File: src/hw/ufc_defines.svh
`ifndef UFC_DEFINES_SVH
`define UFC_DEFINES_SVH

// register indices (printed offsets); byte address = index * 4
`define UFC_IDX_FRAME        8'h07
`define UFC_IDX_BAUD_LO      8'h08
`define UFC_IDX_BAUD_HI      8'h09
`define UFC_IDX_ABWIN        8'h0a
`define UFC_IDX_DBG          8'h0b
`define UFC_IDX_INFRARED_EVENT_CONTROL       8'h0c
`define UFC_IDX_TXPW         8'h0d
`define UFC_IDX_RXFL         8'h0e
`define UFC_IDX_STATUS       8'h10

// field positions
`define UFC_MODE_HI          7
`define UFC_MODE_LO          6
`define UFC_PAR_HI           5
`define UFC_PAR_LO           4
`define UFC_STOP_BIT         3
`define UFC_CHW_HI           2
`define UFC_CHW_LO           0
`define UFC_ORDER_BIT        2
`define UFC_PHASE_BIT        1

// reset values
`define UFC_FRAME_RST        8'h03
`define UFC_SPI_RST          8'h00
`define UFC_BAUD_RST         16'h0000
`define UFC_BYTE_RST         8'h00

// pulse shaping constants
`define UFC_TXPW_THIRDS      8'h00
`define UFC_TXPW_BYPASS      8'hff
`define UFC_PW_NUM           3
`define UFC_PW_DEN           16

`endif

File: src/hw/ufc_pkg.sv
package ufc_pkg;
  typedef enum logic [1:0] {
    UFC_ASYNC,
    UFC_SYNC,
    UFC_INFRARED_MODE,
    UFC_SPI_MASTER_MODE
  } ufc_mode_t;

  typedef enum logic [1:0] {
    UFC_PAR_OFF,
    UFC_PAR_RSVD,
    UFC_PAR_EVEN,
    UFC_PAR_ODD
  } ufc_parity_t;

  typedef enum logic [1:0] {
    UFC_TOL_18,
    UFC_TOL_15,
    UFC_TOL_21,
    UFC_TOL_25
  } ufc_tol_t;

  typedef enum logic [1:0] {
    UFC_RXM_NORMAL,
    UFC_RXM_CLK2X,
    UFC_RXM_GENERIC_AUTOBAUD,
    UFC_RXM_CONSTRAINED_AUTOBAUD
  } ufc_rxmode_t;
endpackage

File: src/hw/ufc_rx_filter.sv
`timescale 1ns/1ps
// accepts a new line level only after len+1 equal consecutive samples
module ufc_rx_filter #(
  parameter int LEN_W = 7
) (
  input  wire logic             sys_clk,   // clock
  input  wire logic             rst_n,     // sync reset
  input  wire logic             enable,    // filter active
  input  wire logic [LEN_W-1:0] len,       // filter length, 0 = bypass
  input  wire logic             din,       // raw level
  output logic                  dout       // filtered level
);
  if (LEN_W < 1 || LEN_W > 16) begin
    $error("ufc_rx_filter: LEN_W out of range");
  end

  logic [LEN_W:0] run;
  logic           held;

  always_ff @(posedge sys_clk) begin
    if (!rst_n) begin
      run  <= '0;
      held <= 1'b1;
    end else if (din == held) begin
      run <= '0;
    end else if (run >= {1'b0, len}) begin
      held <= din;
      run  <= '0;
    end else begin
      run <= run + 1'b1;
    end
  end

  assign dout = (enable && len != '0) ? held : din;
endmodule

File: src/hw/ufc_frame_cfg.sv
`timescale 1ns/1ps
`include "ufc_defines.svh"
// What this block does
// two-bit mode field picks async, sync, infrared or master SPI.
// mode 3 switches frame register to SPI layout: order and phase only.
// parity field: off, reserved, even, odd; transmitter appends parity bit.
// receiver checks parity over data bits and raises parity error.
// stop-bit bit gives one or two transmit stop bits; receiver ignores it.
// width field codes 5..8 bits, two reserved, two nine-bit orders.
// SPI bit order: msb first when clear; software must not change mid-transfer.
// SPI phase bit picks leading or trailing clock edge sampling.
// 16-bit divisor, low byte at base, high byte at base plus one.
// divisor write reloads the prescaler at once.
// window field sets sync tolerance 18, 15, 21 or 25 percent.
// debug-run clear halts port in break debug; set keeps running.
// event input enable feeds infrared receiver and cuts receive pin.
// pulse width zero gives three-sixteenths of baud period pulses.
// other widths give that many clocks, starting on baud clock rise.
// width all-ones passes signals through uncoded.
// software sets pulse width before enabling transmitter; infrared only.
// filter length zero bypasses; else value plus one samples needed.
// software sets filter length before enabling receiver; infrared only.
// auto-baud modes only honoured in asynchronous slave operation.
module ufc_frame_cfg #(
  parameter int RXFL_W = 7
) (
  input  wire logic        sys_clk,           // 20 MHz clock
  input  wire logic        rst_n,             // sync reset, active low
  input  wire logic        psel,              // apb select
  input  wire logic        penable,           // apb access phase
  input  wire logic        pwrite,            // apb direction
  input  wire logic [11:0] paddr,             // apb byte address
  input  wire logic [31:0] pwdata,            // apb write data
  input  wire logic [3:0]  pstrb,             // apb byte strobes
  output logic             pready,            // apb ready
  output logic [31:0]      prdata,            // apb read data
  output logic             pslverr,           // apb error
  input  wire logic        dbg_halted,        // cpu in break debug
  input  wire logic        transmitter_on,    // tx enable from control b
  input  wire logic        receiver_on,       // rx enable from control b
  input  wire logic [1:0]  rx_mode,           // receiver mode from control b
  input  wire logic        xck_is_input,      // slave clocking selected
  input  wire logic        baud_tick,         // baud clock rising edge
  input  wire logic        tx_serial,         // raw tx line from shifter
  input  wire logic        rx_pin,            // receive pin
  input  wire logic        ir_event,          // infrared event source
  input  wire logic [8:0]  rx_data,           // received data bits
  input  wire logic        rx_parity_bit,     // received parity bit
  input  wire logic        rx_frame_done,     // pulse: frame received
  input  wire logic        parity_clear,      // pulse: clear parity error
  input  wire logic [8:0]  tx_data,           // data to transmit
  output logic             parity_error_flag, // sticky parity error
  output logic             tx_parity_bit,     // parity to append
  output logic             parity_en,         // parity appended
  output logic [1:0]       tx_stop_bits,      // 1 or 2 stop bits
  output logic [3:0]       data_bits,         // 5..9 data bits
  output logic             nine_bit_low_first,  // nine-bit low byte first
  output logic             nine_bit_high_first, // nine-bit high byte first
  output logic             spi_master_mode,   // master spi active
  output logic             infrared_mode,     // infrared active
  output logic             spi_lsb_first,     // spi bit order
  output logic             spi_trailing,      // spi trailing-edge sampling
  output logic [15:0]      baud_divisor,      // divisor value
  output logic             baud_reload,       // pulse: reload prescaler
  output logic [1:0]       sync_tol,          // tolerance code
  output logic             autobaud_allowed,  // generic/constrained usable
  output logic             port_run,          // low when halted with debug-run clear
  output logic             ir_tx_out,         // coded tx line
  output logic             ir_rx_in           // filtered rx line to receiver
);
  if (RXFL_W != 7) begin
    $error("ufc_frame_cfg: RXFL_W must be 7");
  end

  ////////////////////////////////////////////////////////////////////////
  // register storage
  logic [7:0]        frame_format_control;
  logic [7:0]        spi_master_control;
  logic [15:0]       bit_rate_divisor;
  logic [7:0]        autobaud_window_control;
  logic [7:0]        debug_halt_control;
  logic [7:0]        infrared_event_control;
  logic [7:0]        infrared_tx_pulse_width;
  logic [RXFL_W-1:0] infrared_rx_filter_length;

  logic       wr_en;
  logic [7:0] idx;
  logic [7:0] wb;
  logic       hit;
  logic [1:0] mode_now;

  assign pready  = 1'b1;
  assign idx     = paddr[9:2];
  assign wb      = pwdata[7:0];
  assign wr_en   = psel && penable && pwrite && pstrb[0];
  assign mode_now = spi_master_mode ? spi_master_control[`UFC_MODE_HI:`UFC_MODE_LO]
                                    : frame_format_control[`UFC_MODE_HI:`UFC_MODE_LO];

  always_comb begin
    hit = 1'b1;
    case (idx)
      `UFC_IDX_FRAME, `UFC_IDX_BAUD_LO, `UFC_IDX_BAUD_HI, `UFC_IDX_ABWIN,
      `UFC_IDX_DBG, `UFC_IDX_INFRARED_EVENT_CONTROL, `UFC_IDX_TXPW, `UFC_IDX_RXFL,
      `UFC_IDX_STATUS: hit = 1'b1;
      default: hit = 1'b0;
    endcase
  end

  assign pslverr = psel && penable && (!hit || paddr[1:0] != 2'b00);

  // frame register: one address, two layouts selected by mode
  always_ff @(posedge sys_clk) begin
    if (!rst_n) begin
      frame_format_control <= `UFC_FRAME_RST;
      spi_master_control   <= `UFC_SPI_RST;
    end else if (wr_en && !pslverr && idx == `UFC_IDX_FRAME) begin
      if (wb[`UFC_MODE_HI:`UFC_MODE_LO] == ufc_pkg::UFC_SPI_MASTER_MODE) begin
        spi_master_control <= wb & 8'hc6;
        frame_format_control[`UFC_MODE_HI:`UFC_MODE_LO] <= wb[7:6];
      end else begin
        frame_format_control <= wb;
        spi_master_control   <= `UFC_SPI_RST;
      end
    end
  end

  always_ff @(posedge sys_clk) begin
    if (!rst_n) begin
      bit_rate_divisor <= `UFC_BAUD_RST;
      baud_reload      <= 1'b0;
    end else begin
      baud_reload <= 1'b0;
      if (wr_en && !pslverr && idx == `UFC_IDX_BAUD_LO) begin
        bit_rate_divisor[7:0] <= wb;
        baud_reload           <= 1'b1;
      end
      if (wr_en && !pslverr && idx == `UFC_IDX_BAUD_HI) begin
        bit_rate_divisor[15:8] <= wb;
        baud_reload            <= 1'b1;
      end
    end
  end

  always_ff @(posedge sys_clk) begin
    if (!rst_n) begin
      autobaud_window_control   <= `UFC_BYTE_RST;
      debug_halt_control        <= `UFC_BYTE_RST;
      infrared_event_control    <= `UFC_BYTE_RST;
      infrared_tx_pulse_width   <= `UFC_BYTE_RST;
      infrared_rx_filter_length <= '0;
    end else if (wr_en && !pslverr) begin
      case (idx)
        `UFC_IDX_ABWIN:  autobaud_window_control   <= wb & 8'hc0;
        `UFC_IDX_DBG:    debug_halt_control        <= wb & 8'h01;
        `UFC_IDX_INFRARED_EVENT_CONTROL: infrared_event_control    <= wb & 8'h01;
        `UFC_IDX_TXPW:   infrared_tx_pulse_width   <= wb;
        `UFC_IDX_RXFL:   infrared_rx_filter_length <= wb[RXFL_W-1:0];
        default: ;
      endcase
    end
  end

  always_comb begin
    prdata = 32'h0000_0000;
    case (idx)
      `UFC_IDX_FRAME:
        prdata[7:0] = spi_master_mode ? spi_master_control : frame_format_control;
      `UFC_IDX_BAUD_LO: prdata[7:0] = bit_rate_divisor[7:0];
      `UFC_IDX_BAUD_HI: prdata[7:0] = bit_rate_divisor[15:8];
      `UFC_IDX_ABWIN:   prdata[7:0] = autobaud_window_control;
      `UFC_IDX_DBG:     prdata[7:0] = debug_halt_control;
      `UFC_IDX_INFRARED_EVENT_CONTROL:  prdata[7:0] = infrared_event_control;
      `UFC_IDX_TXPW:    prdata[7:0] = infrared_tx_pulse_width;
      `UFC_IDX_RXFL:    prdata[RXFL_W-1:0] = infrared_rx_filter_length;
      `UFC_IDX_STATUS:
        prdata[3:0] = {autobaud_allowed, port_run, infrared_mode, parity_error_flag};
      default: prdata = 32'h0000_0000;
    endcase
  end

  ////////////////////////////////////////////////////////////////////////
  // frame format decode
  assign spi_master_mode = frame_format_control[`UFC_MODE_HI:`UFC_MODE_LO]
                           == ufc_pkg::UFC_SPI_MASTER_MODE;
  assign infrared_mode   = mode_now == ufc_pkg::UFC_INFRARED_MODE;
  assign spi_lsb_first   = spi_master_mode && spi_master_control[`UFC_ORDER_BIT];
  assign spi_trailing    = spi_master_mode && spi_master_control[`UFC_PHASE_BIT];

  ufc_pkg::ufc_parity_t par_sel;
  assign par_sel   = ufc_pkg::ufc_parity_t'(frame_format_control[`UFC_PAR_HI:`UFC_PAR_LO]);
  // reserved code treated as disabled
  assign parity_en = !spi_master_mode &&
                     (par_sel == ufc_pkg::UFC_PAR_EVEN || par_sel == ufc_pkg::UFC_PAR_ODD);

  logic [2:0] chw;
  assign chw = frame_format_control[`UFC_CHW_HI:`UFC_CHW_LO];

  always_comb begin
    data_bits = 4'd8;
    case (chw)
      3'd0:     data_bits = 4'd5;
      3'd1:     data_bits = 4'd6;
      3'd2:     data_bits = 4'd7;
      3'd3:     data_bits = 4'd8;
      3'd6,
      3'd7:     data_bits = 4'd9;
      default:  data_bits = 4'd8;                                   // reserved codes
    endcase
  end

  assign nine_bit_low_first  = !spi_master_mode && chw == 3'd6;
  assign nine_bit_high_first = !spi_master_mode && chw == 3'd7;
  assign tx_stop_bits = frame_format_control[`UFC_STOP_BIT] ? 2'd2 : 2'd1;

  function automatic logic par_of(input logic [8:0] d, input logic [3:0] n,
                                  input logic odd);
    logic p;
    p = odd;
    for (int i = 0; i < 9; i++) begin
      if (i < n) p = p ^ d[i];
    end
    return p;
  endfunction

  assign tx_parity_bit = par_of(tx_data, data_bits, par_sel == ufc_pkg::UFC_PAR_ODD);

  // set wins over clear
  always_ff @(posedge sys_clk) begin
    if (!rst_n) begin
      parity_error_flag <= 1'b0;
    end else if (rx_frame_done && port_run && parity_en && receiver_on &&
                 par_of(rx_data, data_bits, par_sel == ufc_pkg::UFC_PAR_ODD)
                 != rx_parity_bit) begin
      parity_error_flag <= 1'b1;
    end else if (parity_clear || !receiver_on) begin
      parity_error_flag <= 1'b0;
    end
  end

  ////////////////////////////////////////////////////////////////////////
  // auto-baud window and debug
  assign baud_divisor = bit_rate_divisor;
  assign sync_tol     = autobaud_window_control[7:6];
  assign autobaud_allowed = (rx_mode == ufc_pkg::UFC_RXM_GENERIC_AUTOBAUD ||
                             rx_mode == ufc_pkg::UFC_RXM_CONSTRAINED_AUTOBAUD) &&
                            mode_now == ufc_pkg::UFC_ASYNC && xck_is_input;
  assign port_run = debug_halt_control[0] || !dbg_halted;

  ////////////////////////////////////////////////////////////////////////
  // infrared transmit pulse shaping; width must be set before tx enable
  logic [7:0]  pw_cnt;
  logic [19:0] thirds_len;
  logic [19:0] thirds_cnt;
  logic        pulse;

  // 3/16 of a baud period; divisor counts clocks per bit here
  assign thirds_len = 20'((32'(bit_rate_divisor) * `UFC_PW_NUM) / `UFC_PW_DEN);

  always_ff @(posedge sys_clk) begin
    if (!rst_n) begin
      pw_cnt     <= '0;
      thirds_cnt <= '0;
      pulse      <= 1'b0;
    end else if (!port_run || !transmitter_on) begin
      pulse <= 1'b0;
    end else if (baud_tick) begin
      pulse      <= !tx_serial;
      pw_cnt     <= infrared_tx_pulse_width - 8'd1;
      thirds_cnt <= (thirds_len == '0) ? 20'd0 : thirds_len - 20'd1;
    end else if (pulse) begin
      if (infrared_tx_pulse_width == `UFC_TXPW_THIRDS) begin
        if (thirds_cnt == '0) pulse <= 1'b0;
        else thirds_cnt <= thirds_cnt - 20'd1;
      end else begin
        if (pw_cnt == '0) pulse <= 1'b0;
        else pw_cnt <= pw_cnt - 8'd1;
      end
    end
  end

  always_comb begin
    if (!infrared_mode || infrared_tx_pulse_width == `UFC_TXPW_BYPASS) begin
      ir_tx_out = tx_serial;
    end else begin
      ir_tx_out = !pulse;
    end
  end

  ////////////////////////////////////////////////////////////////////////
  // infrared receive source and filter; length set before rx enable
  logic rx_src;
  logic rx_filt;

  assign rx_src = (infrared_mode && infrared_event_control[0]) ? ir_event : rx_pin;

  ufc_rx_filter #(
    .LEN_W (RXFL_W)
  ) u_filter (
    .sys_clk (sys_clk),
    .rst_n   (rst_n),
    .enable  (infrared_mode && port_run &&
              infrared_tx_pulse_width != `UFC_TXPW_BYPASS),
    .len     (infrared_rx_filter_length),
    .din     (rx_src),
    .dout    (rx_filt)
  );

  assign ir_rx_in = rx_filt;
endmodule

File: config.mk
export PLATFORM = sky130hd
export DESIGN_NAME = ufc_frame_cfg
export DESIGN_NICKNAME = d
export VERILOG_FILES = /design/src/hw/ufc_pkg.sv /design/src/hw/ufc_rx_filter.sv /design/src/hw/ufc_frame_cfg.sv
export VERILOG_INCLUDE_DIRS = /design/src /design/src/hw
export SDC_FILE = /design/constraint.sdc
export NUM_CORES = 1
export LEC_CHECK = 0
export BUFFER_PORTS_ARGS = -buffer_cell sky130_fd_sc_hd__buf_2
export CORE_ASPECT_RATIO = 0.6
export CORE_MARGIN = 1
export CORE_UTILIZATION = 59
export CTS_CLUSTER_DIAMETER = 60
export CTS_CLUSTER_SIZE = 30
export DETAILED_ROUTE_END_ITERATION = 8
export PLACE_DENSITY = 0.87
export SLEW_MARGIN = 5
export SYNTH_ARGS = -nofsm -noshare
export SYNTH_HDL_FRONTEND = slang
export SYNTH_SLANG_ARGS = --single-unit
File: constraint.sdc
create_clock -name sys_clk -period 9.45 [get_ports sys_clk]
set_clock_uncertainty 0.15 [all_clocks]
set_input_delay 0.4725 -clock sys_clk [delete_from_list [all_inputs] [get_ports sys_clk]]
set_output_delay 0.4725 -clock sys_clk [all_outputs]
set_load 0.05 [all_outputs]
* Word-level counts from Yosys, hierarchy flattened
Memory sizes are Yosys's and may differ from the RTL's.
Index checks and enable logic that the tools add are counted.
** Word-level totals
- Register bits :: 91
- Memory bits (read-only) :: 32
- Bits of input ports :: 84
- Memories :: 1
** Operators by class
- $mul :: 1
- Reductions and logical operators :: 64
- $lt $le $gt $ge :: 10
- Eq/ne operators :: 27
- Add/subtract/negate cells :: 5
- Bitwise gates (word level) :: 22
- Mux-type cells :: 57
** Memories
- (no name shown) :: words 32, bits a word 1, read ports 1, clocked after Yosys merged registers in 0, write ports 0, RTL line ufc_frame_cfg.sv:101 : case (idx)
** Operators by type and width (count)
- $mux W20 :: 5
- $eq A8 B4 Y1 const B :: 7
- $mux W8 :: 6
- $logic_not A20 Y1 :: 2
- $mux W1 :: 40
- $pmux W4 S8 :: 1
- $logic_and A1 B1 Y1 :: 23
- $sub A20 B1 Y20 const B :: 1
- $mul A16 B2 Y18 const B :: 1
- $pmux W3 S6 :: 1
- $xor A1 B1 Y1 :: 18
- $logic_not A8 Y1 :: 2
- $lt A3 B4 Y1 const A :: 4
- $pmux W4 S4 :: 1
- $sub A8 B1 Y8 const B :: 2
- $sub A14 B1 Y15 const B :: 1
- $eq A2 B2 Y1 const B :: 7
- $reduce_and A2 Y1 :: 7
- $logic_not A1 Y1 :: 10
- $add A8 B1 Y8 const B :: 1
- $eq A8 B3 Y1 const B :: 1
- $eq A8 B5 Y1 const B :: 1
- $eq A8 B8 Y1 const B :: 1
- $ge A8 B7 Y1 :: 1
- other kinds (21) :: 42

* Longest topological paths before layout
Gate-level depths: netlist of the first run.
- Depth in word-level cells :: 33
- Mapped depth :: 13
- Mapped depth without buffers :: 11

* Cells and area by module
A second synthesis of the first run with hierarchy kept.
** Second synthesis, totals
- Cell total of the unflattened synthesis :: 830
- Area, all modules :: 6480.0 um^2
** By module, submodules not included
- ufc_frame_cfg :: instances 1, cells an instance 770, area an instance 5894.4 um^2, sequential area each 1541.5 um^2
- ufc_rx_filter :: instances 1, cells an instance 60, area an instance 585.6 um^2, sequential area each 180.2 um^2

* Worst setup path before layout of the first run
OpenSTA, ideal clock, no wires.
- Kind :: reg2reg
- From :: reg bit_rate_divisor[2], in the netlist baud_divisor[2]
- To :: reg thirds_cnt[5]
- Clock period less this slack :: 3360 ps
- Setup time :: 128 ps
- Path buffers :: 1
- Path slack :: 6090 ps
- Cell stages (with the launch flop) :: 13
- Data arrival time :: 3082 ps
- Required time :: 9172 ps
- Path through :: dfxtp_1 ha_1 a31o_2 a21oi_1 xor2_1 ha_1 o21ai_1 a211o_1 nor4_4 a21boi_2 buf_6 a221oi_2 nor2_1
** Between the ends
- Word-level cells in the longest chain between the ends :: 4
- Elaborated cells between the ends (all ways) :: 5
- Classes of those cells :: add/sub (1); mul (1); mux (2); reduce/logical (1)
** RTL lines
- start: declaration :: RTL line ufc_frame_cfg.sv:79 : logic [15:0] bit_rate_divisor;
- start signal: assignment :: RTL line ufc_frame_cfg.sv:129 : bit_rate_divisor <= `UFC_BAUD_RST;
- start signal: assignment :: RTL line ufc_frame_cfg.sv:134 : bit_rate_divisor[7:0] <= wb;
- $mul A16 B2 Y18 (no source line) (*)
- $sub A14 B1 Y15 or $logic_not A20 Y1 (tied branches) :: RTL line ufc_frame_cfg.sv:269 : thirds_cnt <= (thirds_len == '0) ? 20'd0 : thirds_len - 20'd1;
- $mux W20 (*) :: RTL line ufc_frame_cfg.sv:269
- $mux W20 (*) :: RTL line ufc_frame_cfg.sv:266 : end else if (baud_tick) begin
- end signal: assignment :: RTL line ufc_frame_cfg.sv:269
- end signal: assignment :: RTL line ufc_frame_cfg.sv:273 : else thirds_cnt <= thirds_cnt - 20'd1;
- end: declaration :: RTL line ufc_frame_cfg.sv:253 : logic [19:0] thirds_cnt;
Every way passes the cells marked *; elsewhere a longest branch is shown, timed or not.
A chain may end at the register's enable or synchronous reset.

* Worst setup path in the final report of the first run
- From :: reg bit_rate_divisor[5], in the netlist baud_divisor[5]
- To :: reg thirds_cnt[13]
The elaborated chain is that of the path after synthesis.

==> qor.yml, run 1 <==
floorplanning:
  core-area_um2: 10190
  rows: 28
  dieArea_um2: 11260
  io_pins: 156
  dieHeight_um: 82.60
  die_x_um: 136.3
  start_util: 0.6265
global_routing:
  grt_use_total: 0.3345
  grt_pass1_wl_um: 29240
  use_met2: 0.4736
  grt_use_met3: 0.08120
  antenna_found_initial: 0
  top_usage_layer: "met1"
  grt_max_degree: 69
  grt_pass1_vias: 5906
  grt_remaining_overflow: 0
  met1_usage: 0.4848
routing:
  drc: 0
  via_per_inst: 6.410
  wire_per_inst_um: 17.63
  drt_iter0_drc: 839
  final_antenna_net_count: 0
  wl_um: 18530
  first_pass_iters: 6
  vias: 6737
status:
  status: "finished clean"
power_and_ir_drop:
  clkPwrFrac: 0.439
  power_frac_comb: 0.157
  vdd_drop_max_mv: 0.1007
  p_leak_nw: 2.989
  finalPower_mw: 0.9370
  seqPwrFrac: 0.403
  swShare: 0.2724
  powerDensity_nw_per_um2: 131.2
  power.switching_mw: 0.2552
  p_int_mw: 0.6818
placement:
  dp_hpwl_um: 13410
  port_buffers: 100
  placed_area_um2: 6794
  pre_cts_slack_ns: 5.690
  numPlacedInstances: 1035
  gp_congestion: 0.9373
cells_and_area:
  layout_common_cells: "100 x buf_2, 91 x nand2_1, 86 x dfxtp_1"
  n_antenna_cell: 0
  nets: 1022
  final_util: 0.7005
  stdcell_count: 1051
  design_area_um2: 7142
  area_growth_pct: 11.81
  n_fill_cell: 845
  final_common_cell: "buf_2"
  drive_gt1_frac: 0.1627
clock_tree:
  htreeDepth: 3
  post_cts_buffers: 0
  post_cts_resized: 0
  cts_buffers: 9
  clk_latency_ns: 0.34
  path_clk_slew_ns: 0.06
  cts_sinks: 86
  hold_buffers: 0
  cts_tree: "done"
  clockBufferDepth: 2
  root_buffer: "clkbuf_16"
yosys:
  ys_types: 78
  postSynthCellCount: 842
  ys_seq_area_frac: 0.2695
  syn_area_um2: 6387
  synth_top_area_frac: 0.2695
  ys_warn_count: 0
  ys.flop_type: "dfxtp_1"
  synth_area_leaders: "dfxtp_1 27%, a21oi_1 6.2%, nand2_1 5.3%"
  synth_top_area_cell: "dfxtp_1"
  synth-async-reset-ratio: 0
  syn_area_per_cell_um2: 7.586
  synth_edf_count: 0
  ys_seq_elements: 86
worst_hold_path:
  min_path_type: "in -> reg"
  min_path_cells: 3
  whs_endpoint: "parity_error_flag$_SDFFE_PN0P_"
  min_from: "parity_clear"
setup_path:
  crit_type: "reg -> reg"
  arrival_ns: 3.97
  cp.required_ns: 9.57
  reg2reg_slack_ns: 5.60
  worstReg2RegStart: "baud_divisor[5]$_SDFFE_PN0P_"
  worst_setup_path_start_kind: "flop"
  rr_endpoint: "thirds_cnt[13]$_SDFFE_PN0P_"
  critPathMaxFanout: 12
  end_kind: "flop"
  r2r_cells: 10
sta:
  holdWs_ns: 0.2428
  slew_viol_final: 0
  relSlewSlack: 0.2371
  rsz0062_at_grt: "no"
  finalHoldViolations: 0
  max_freq_ghz: 0.2596
  tightest_slew_ns: 1.140
  timing.final.crit_share: 0.4076
  fin_crit_ns: 3.852
  setup_viol: 0
  worst_slack_ns: 5.598
  tns_ns: 0
job:
  max_cap_violations: 0
[kinds of logic after synthesis]
kind of cell / Yosys count / share of synthesized area
AND/OR/NAND/NOR: 342 / 0.2672
AO/OA/AOI/OAI: 218 / 0.2312
buffers and inverters: 97 / 0.07639
flip-flops: 86 / 0.2695
XOR/XNOR: 46 / 0.06308
adder cells (fa/ha/maj): 28 / 0.05446
multiplexers: 23 / 0.03702
other: 2 / 0.001176
[how the worst max path moves through the flow]
| stage | start | end | slack, ns | cells after the start |
|---|---|---|---|---|
| floorplan | baud_divisor[2]$_SDFFE_PN0P_ | thirds_cnt[5]$_SDFFE_PN0P_ | 6.09 | 12 |
| global route | baud_divisor[5]$_SDFFE_PN0P_ | thirds_cnt[13]$_SDFFE_PN0P_ | 5.39 | 10 |
| global placement | baud_divisor[5]$_SDFFE_PN0P_ | thirds_cnt[13]$_SDFFE_PN0P_ | 5.85 | 10 |
| detailed placement | baud_divisor[5]$_SDFFE_PN0P_ | thirds_cnt[13]$_SDFFE_PN0P_ | 5.69 | 10 |
| finish | baud_divisor[5]$_SDFFE_PN0P_ | thirds_cnt[13]$_SDFFE_PN0P_ | 5.60 | 10 |
| CTS | baud_divisor[5]$_SDFFE_PN0P_ | thirds_cnt[13]$_SDFFE_PN0P_ | 5.68 | 10 |
[cells in the mapped netlist, types with 4 or more instances]
library cell,n
ha_1,27
nand2_1,91
and3_1,16
dfxtp_1,86
nor2_1,67
a22oi_1,12
o221ai_1,5
nand3b_1,4
a222oi_1,6
nand2b_1,8
mux2i_1,20
o21a_1,5
a21oi_1,79
nand3_1,66
nand4_1,13
buf_4,26
xor2_1,13
nor3_1,25
o21ai_0,34
nor2b_1,5
and2_1,6
xnor2_1,33
or3_1,5
nor4_1,14
inv_1,26
a32oi_1,6
clkbuf_1,36
o211ai_1,8
a21o_1,11
a31oi_1,6
o21ai_1,4
[layout make-up]
type | count | area (µm²) | area share
Clock buffer | 10 | 239.0 | 0.03346
Inverter | 27 | 101.3 | 0.01419
Timing Repair Buffer | 105 | 538.0 | 0.07533
Multi-Input combinational cell | 682 | 4264 | 0.5971
Tap cell | 135 | 168.9 | 0.02365
Clock inverter | 6 | 108.9 | 0.01524
Sequential cell | 86 | 1722 | 0.2411
[worst max-delay path: stages, from the launching register on]
cell	delay [ns]
dfxtp_1	0.46
ha_1	0.40
a21o_1	0.25
a21oi_1	0.38
nand2_4	0.13
a21o_1	0.24
xor2_1	0.80
nor4_4	0.11
a21boi_2	0.52
nand2_1	0.16
a31oi_1	0.17
[flip-flops by register name (all words and copies together) (netlist names), 2 cells and up]
name,cells
autobaud_window_control,2
baud_divisor,16
frame_format_control,8
infrared_rx_filter_length,7
infrared_tx_pulse_width,8
pw_cnt,8
spi_master_control,3
thirds_cnt,20
u_filter.run,8
[power by group through the flow]
stage	combinational, mW	clock, mW	sequential (mW)
global placement	0.141	0	0.385
floorplan	0.118	0	0.383
detailed placement	0.144	0	0.385
global route	0.160	0.427	0.379
finish	0.148	0.412	0.378
CTS	0.145	0.412	0.377
[routing by layer]
metal | vias to the layer above | routed length (µm)
met3 | 43 | 2305
met2 | 442 | 7515
met4 | 0 | 382
li1 | 3156 | -
met1 | 3096 | 8330
met5 | - | 0
No activity file was read; power rests on OpenSTA's default activity.
==> run 2: changes to the inputs <==
- CORE_UTILIZATION: 59 -> 50
- PLACE_DENSITY: 0.87 -> 0.78
- clock period: 9.45 -> 3.33 ns (I/O delays scaled with it)
==> run 2 against run 1 <==
  * Cell count rose by 6.2%
  * Largest cell class unchanged
  * Fmax is 19% higher
  * Setup slack worse by 5.5 ns
  * Sequential power grew to 2.8 times the previous value
  * First-iteration DRC count down 6.3%
  * Sequential share of layout area down 0.91 points
  * Critical path depth is 1 higher
  * Clock power grew 130%
  * Critical path type unchanged
==> qor.yml, run 2 (synthesized netlist as in run 1, its figures left out) <==
status:
  status: "finished clean"
clock_tree:
  clockBufferDepth: 2
  path_clk_slew_ns: 0.07
  cts_tree: "done"
  cts_buffers: 9
  root_buffer: "clkbuf_16"
  htreeDepth: 3
  post_cts_buffers: 0
  clk_latency_ns: 0.35
  cts_sinks: 86
setup_path:
  crit_slowest_cell: "dfxtp_1"
  arrival_ns: 3.30
  worstReg2RegStart: "baud_divisor[12]$_SDFFE_PN0P_"
  path_cells: "ha_1, and2_1, a221o_1, a31o_2, nor4_2, nor2_1, nor4_4, a21boi_2, buf_12, a221oi_1, nor2_1"
  critical-path-max-stage-delay_ns: 0.44
  cp-startpoint: "baud_divisor[12]$_SDFFE_PN0P_"
  crit_end: "thirds_cnt[2]$_SDFFE_PN0P_"
  cp_common_cell: "nor2_1"
  r2r_cells: 11
  rr_endpoint: "thirds_cnt[2]$_SDFFE_PN0P_"
  critPathMaxFanout: 11
  crit_type: "reg -> reg"
  cp.required_ns: 3.40
  end_kind: "flop"
  reg2reg_slack_ns: 0.10
  worst_setup_path_start_kind: "flop"
routing:
  first_pass_iters: 6
  drt_iter0_drc: 786
  vias: 6691
  drc: 0
  wl_um: 19160
  wire_per_inst_um: 17.17
  final_antenna_net_count: 0
  via_per_inst: 5.996
cells_and_area:
  regMostFlops: "thirds_cnt"
  n_antenna_cell: 0
  layout_common_cells: "100 x buf_2, 91 x nand2_1, 80 x dfxtp_1"
  largest_reg_flops: 20
  nets: 1057
  final_common_cell: "buf_2"
  drive_gt1_frac: 0.2029
  design_area_um2: 7456
  area_growth_pct: 16.73
  stdcell_count: 1116
placement:
  dp_hpwl_um: 14060
  port_buffers: 100
  pre_cts_slack_ns: 0.05782
  placed_area_um2: 7082
  numPlacedInstances: 1096
  gp_congestion: 0.9243
floorplanning:
  core-area_um2: 12260
  io_pins: 156
  rows: 31
  dieHeight_um: 89.55
  start_util: 0.5211
  dieArea_um2: 13250
  die_x_um: 147.9
job:
  max_cap_violations: 0
global_routing:
  grt_max_degree: 47
  grt_remaining_overflow: 0
  antenna_found_initial: 0
  grt_pass1_wl_um: 29750
  grt_use_total: 0.2891
  grt_pass1_vias: 5616
sta:
  finalHoldViolations: 0
  relSlewSlack: 0.5415
  slew_viol_final: 0
  timing.final.crit_share: 0.9686
  tightest_slew_ns: 0.6852
  tns_ns: 0
  setup_viol: 0
  fin_crit_ns: 3.225
  worst_slack_ns: 0.1045
  max_freq_ghz: 0.3100
power_and_ir_drop:
  finalPower_mw: 2.442
  vdd_drop_max_mv: 0.2569
  powerDensity_nw_per_um2: 327.6
  p_leak_nw: 3.162
worst_hold_path:
  min_path_type: "in -> reg"
[run 2: changes by cell type in the layout (fill, tap and decap cells not counted), sizes merged]
cell / previous run / this run
clkbuf: 10 / 13
clkinv: 4 / 2
bufinv: 3 / 0
buf: 105 / 136
dlygate4sd3: 0 / 4
inv: 26 / 28
[run 2: routing by layer]
metal / GRT usage / wire (µm)
met5: 0 / 0
met2: 0.3932 / 7533
met4: 0.06092 / 251
met1: 0.4468 / 9037
met3: 0.07092 / 2342
[run 2: how the worst min path moves through the flow]
stage | start | end | slack (ns) | cells after the start
after floorplan | pwdata[1] | frame_format_control[1]$_SDFFE_PN1P_ | 0.14 | 2
final | pwdata[2] | infrared_rx_filter_length[2]$_SDFFE_PN0P_ | 0.03 | 3
after CTS | pwdata[2] | infrared_rx_filter_length[2]$_SDFFE_PN0P_ | 0.02 | 3
after global routing | pwdata[2] | spi_master_control[2]$_SDFFE_PN0P_ | 0.02 | 3
after global placement | parity_clear | parity_error_flag$_SDFFE_PN0P_ | 0.28 | 3
after detailed placement | parity_clear | parity_error_flag$_SDFFE_PN0P_ | 0.28 | 3
[run 2: final cells by class]
cell class | count | area [µm²]
clock buffer | 13 | 250.2
clock inverter | 3 | 18.77
fill | 1120 | 4801
inverter | 27 | 101.3
multi-input combinational | 682 | 4327
sequential | 86 | 1729
tap | 165 | 206.4
timing repair buffer | 140 | 823.3
[run 2: power by group]
group | switching [mW] | total, mW | leakage [nW] | internal (mW)
logic | 0.282 | 0.430 | 2.33 | 0.147
clock network | 0.413 | 0.940 | 0.134 | 0.527
registers | 0.0242 | 1.07 | 0.698 | 1.05
[run 2: repair_timing]
action                                 CTS  global route
endpoints found under the hold margin   13             0
setup endpoints to repair                0            13
gates resized for setup                  0            13
hold buffers                             4             0
[run 2: worst max-delay path, delay by kind of cell, from the launching register on]
family | cells | cell delay (ns)
buffers and inverters | 1 | 0.15
adder cells (fa/ha/maj) | 1 | 0.31
AND/OR/NAND/NOR | 5 | 1.11
AO/OA/AOI/OAI | 4 | 0.94
flip-flops | 1 | 0.44
[run 2: stage by stage]
| step | hold WS [ns] | utilization |
|---|---|---|
| floorplan | 0.1450 | - |
| global placement | 0.2804 | 0.5778 |
| detailed placement | 0.2771 | 0.5778 |
| CTS | 0.01652 | 0.6030 |
| global route | 0.02014 | 0.6083 |
| finish | 0.02813 | 0.6083 |
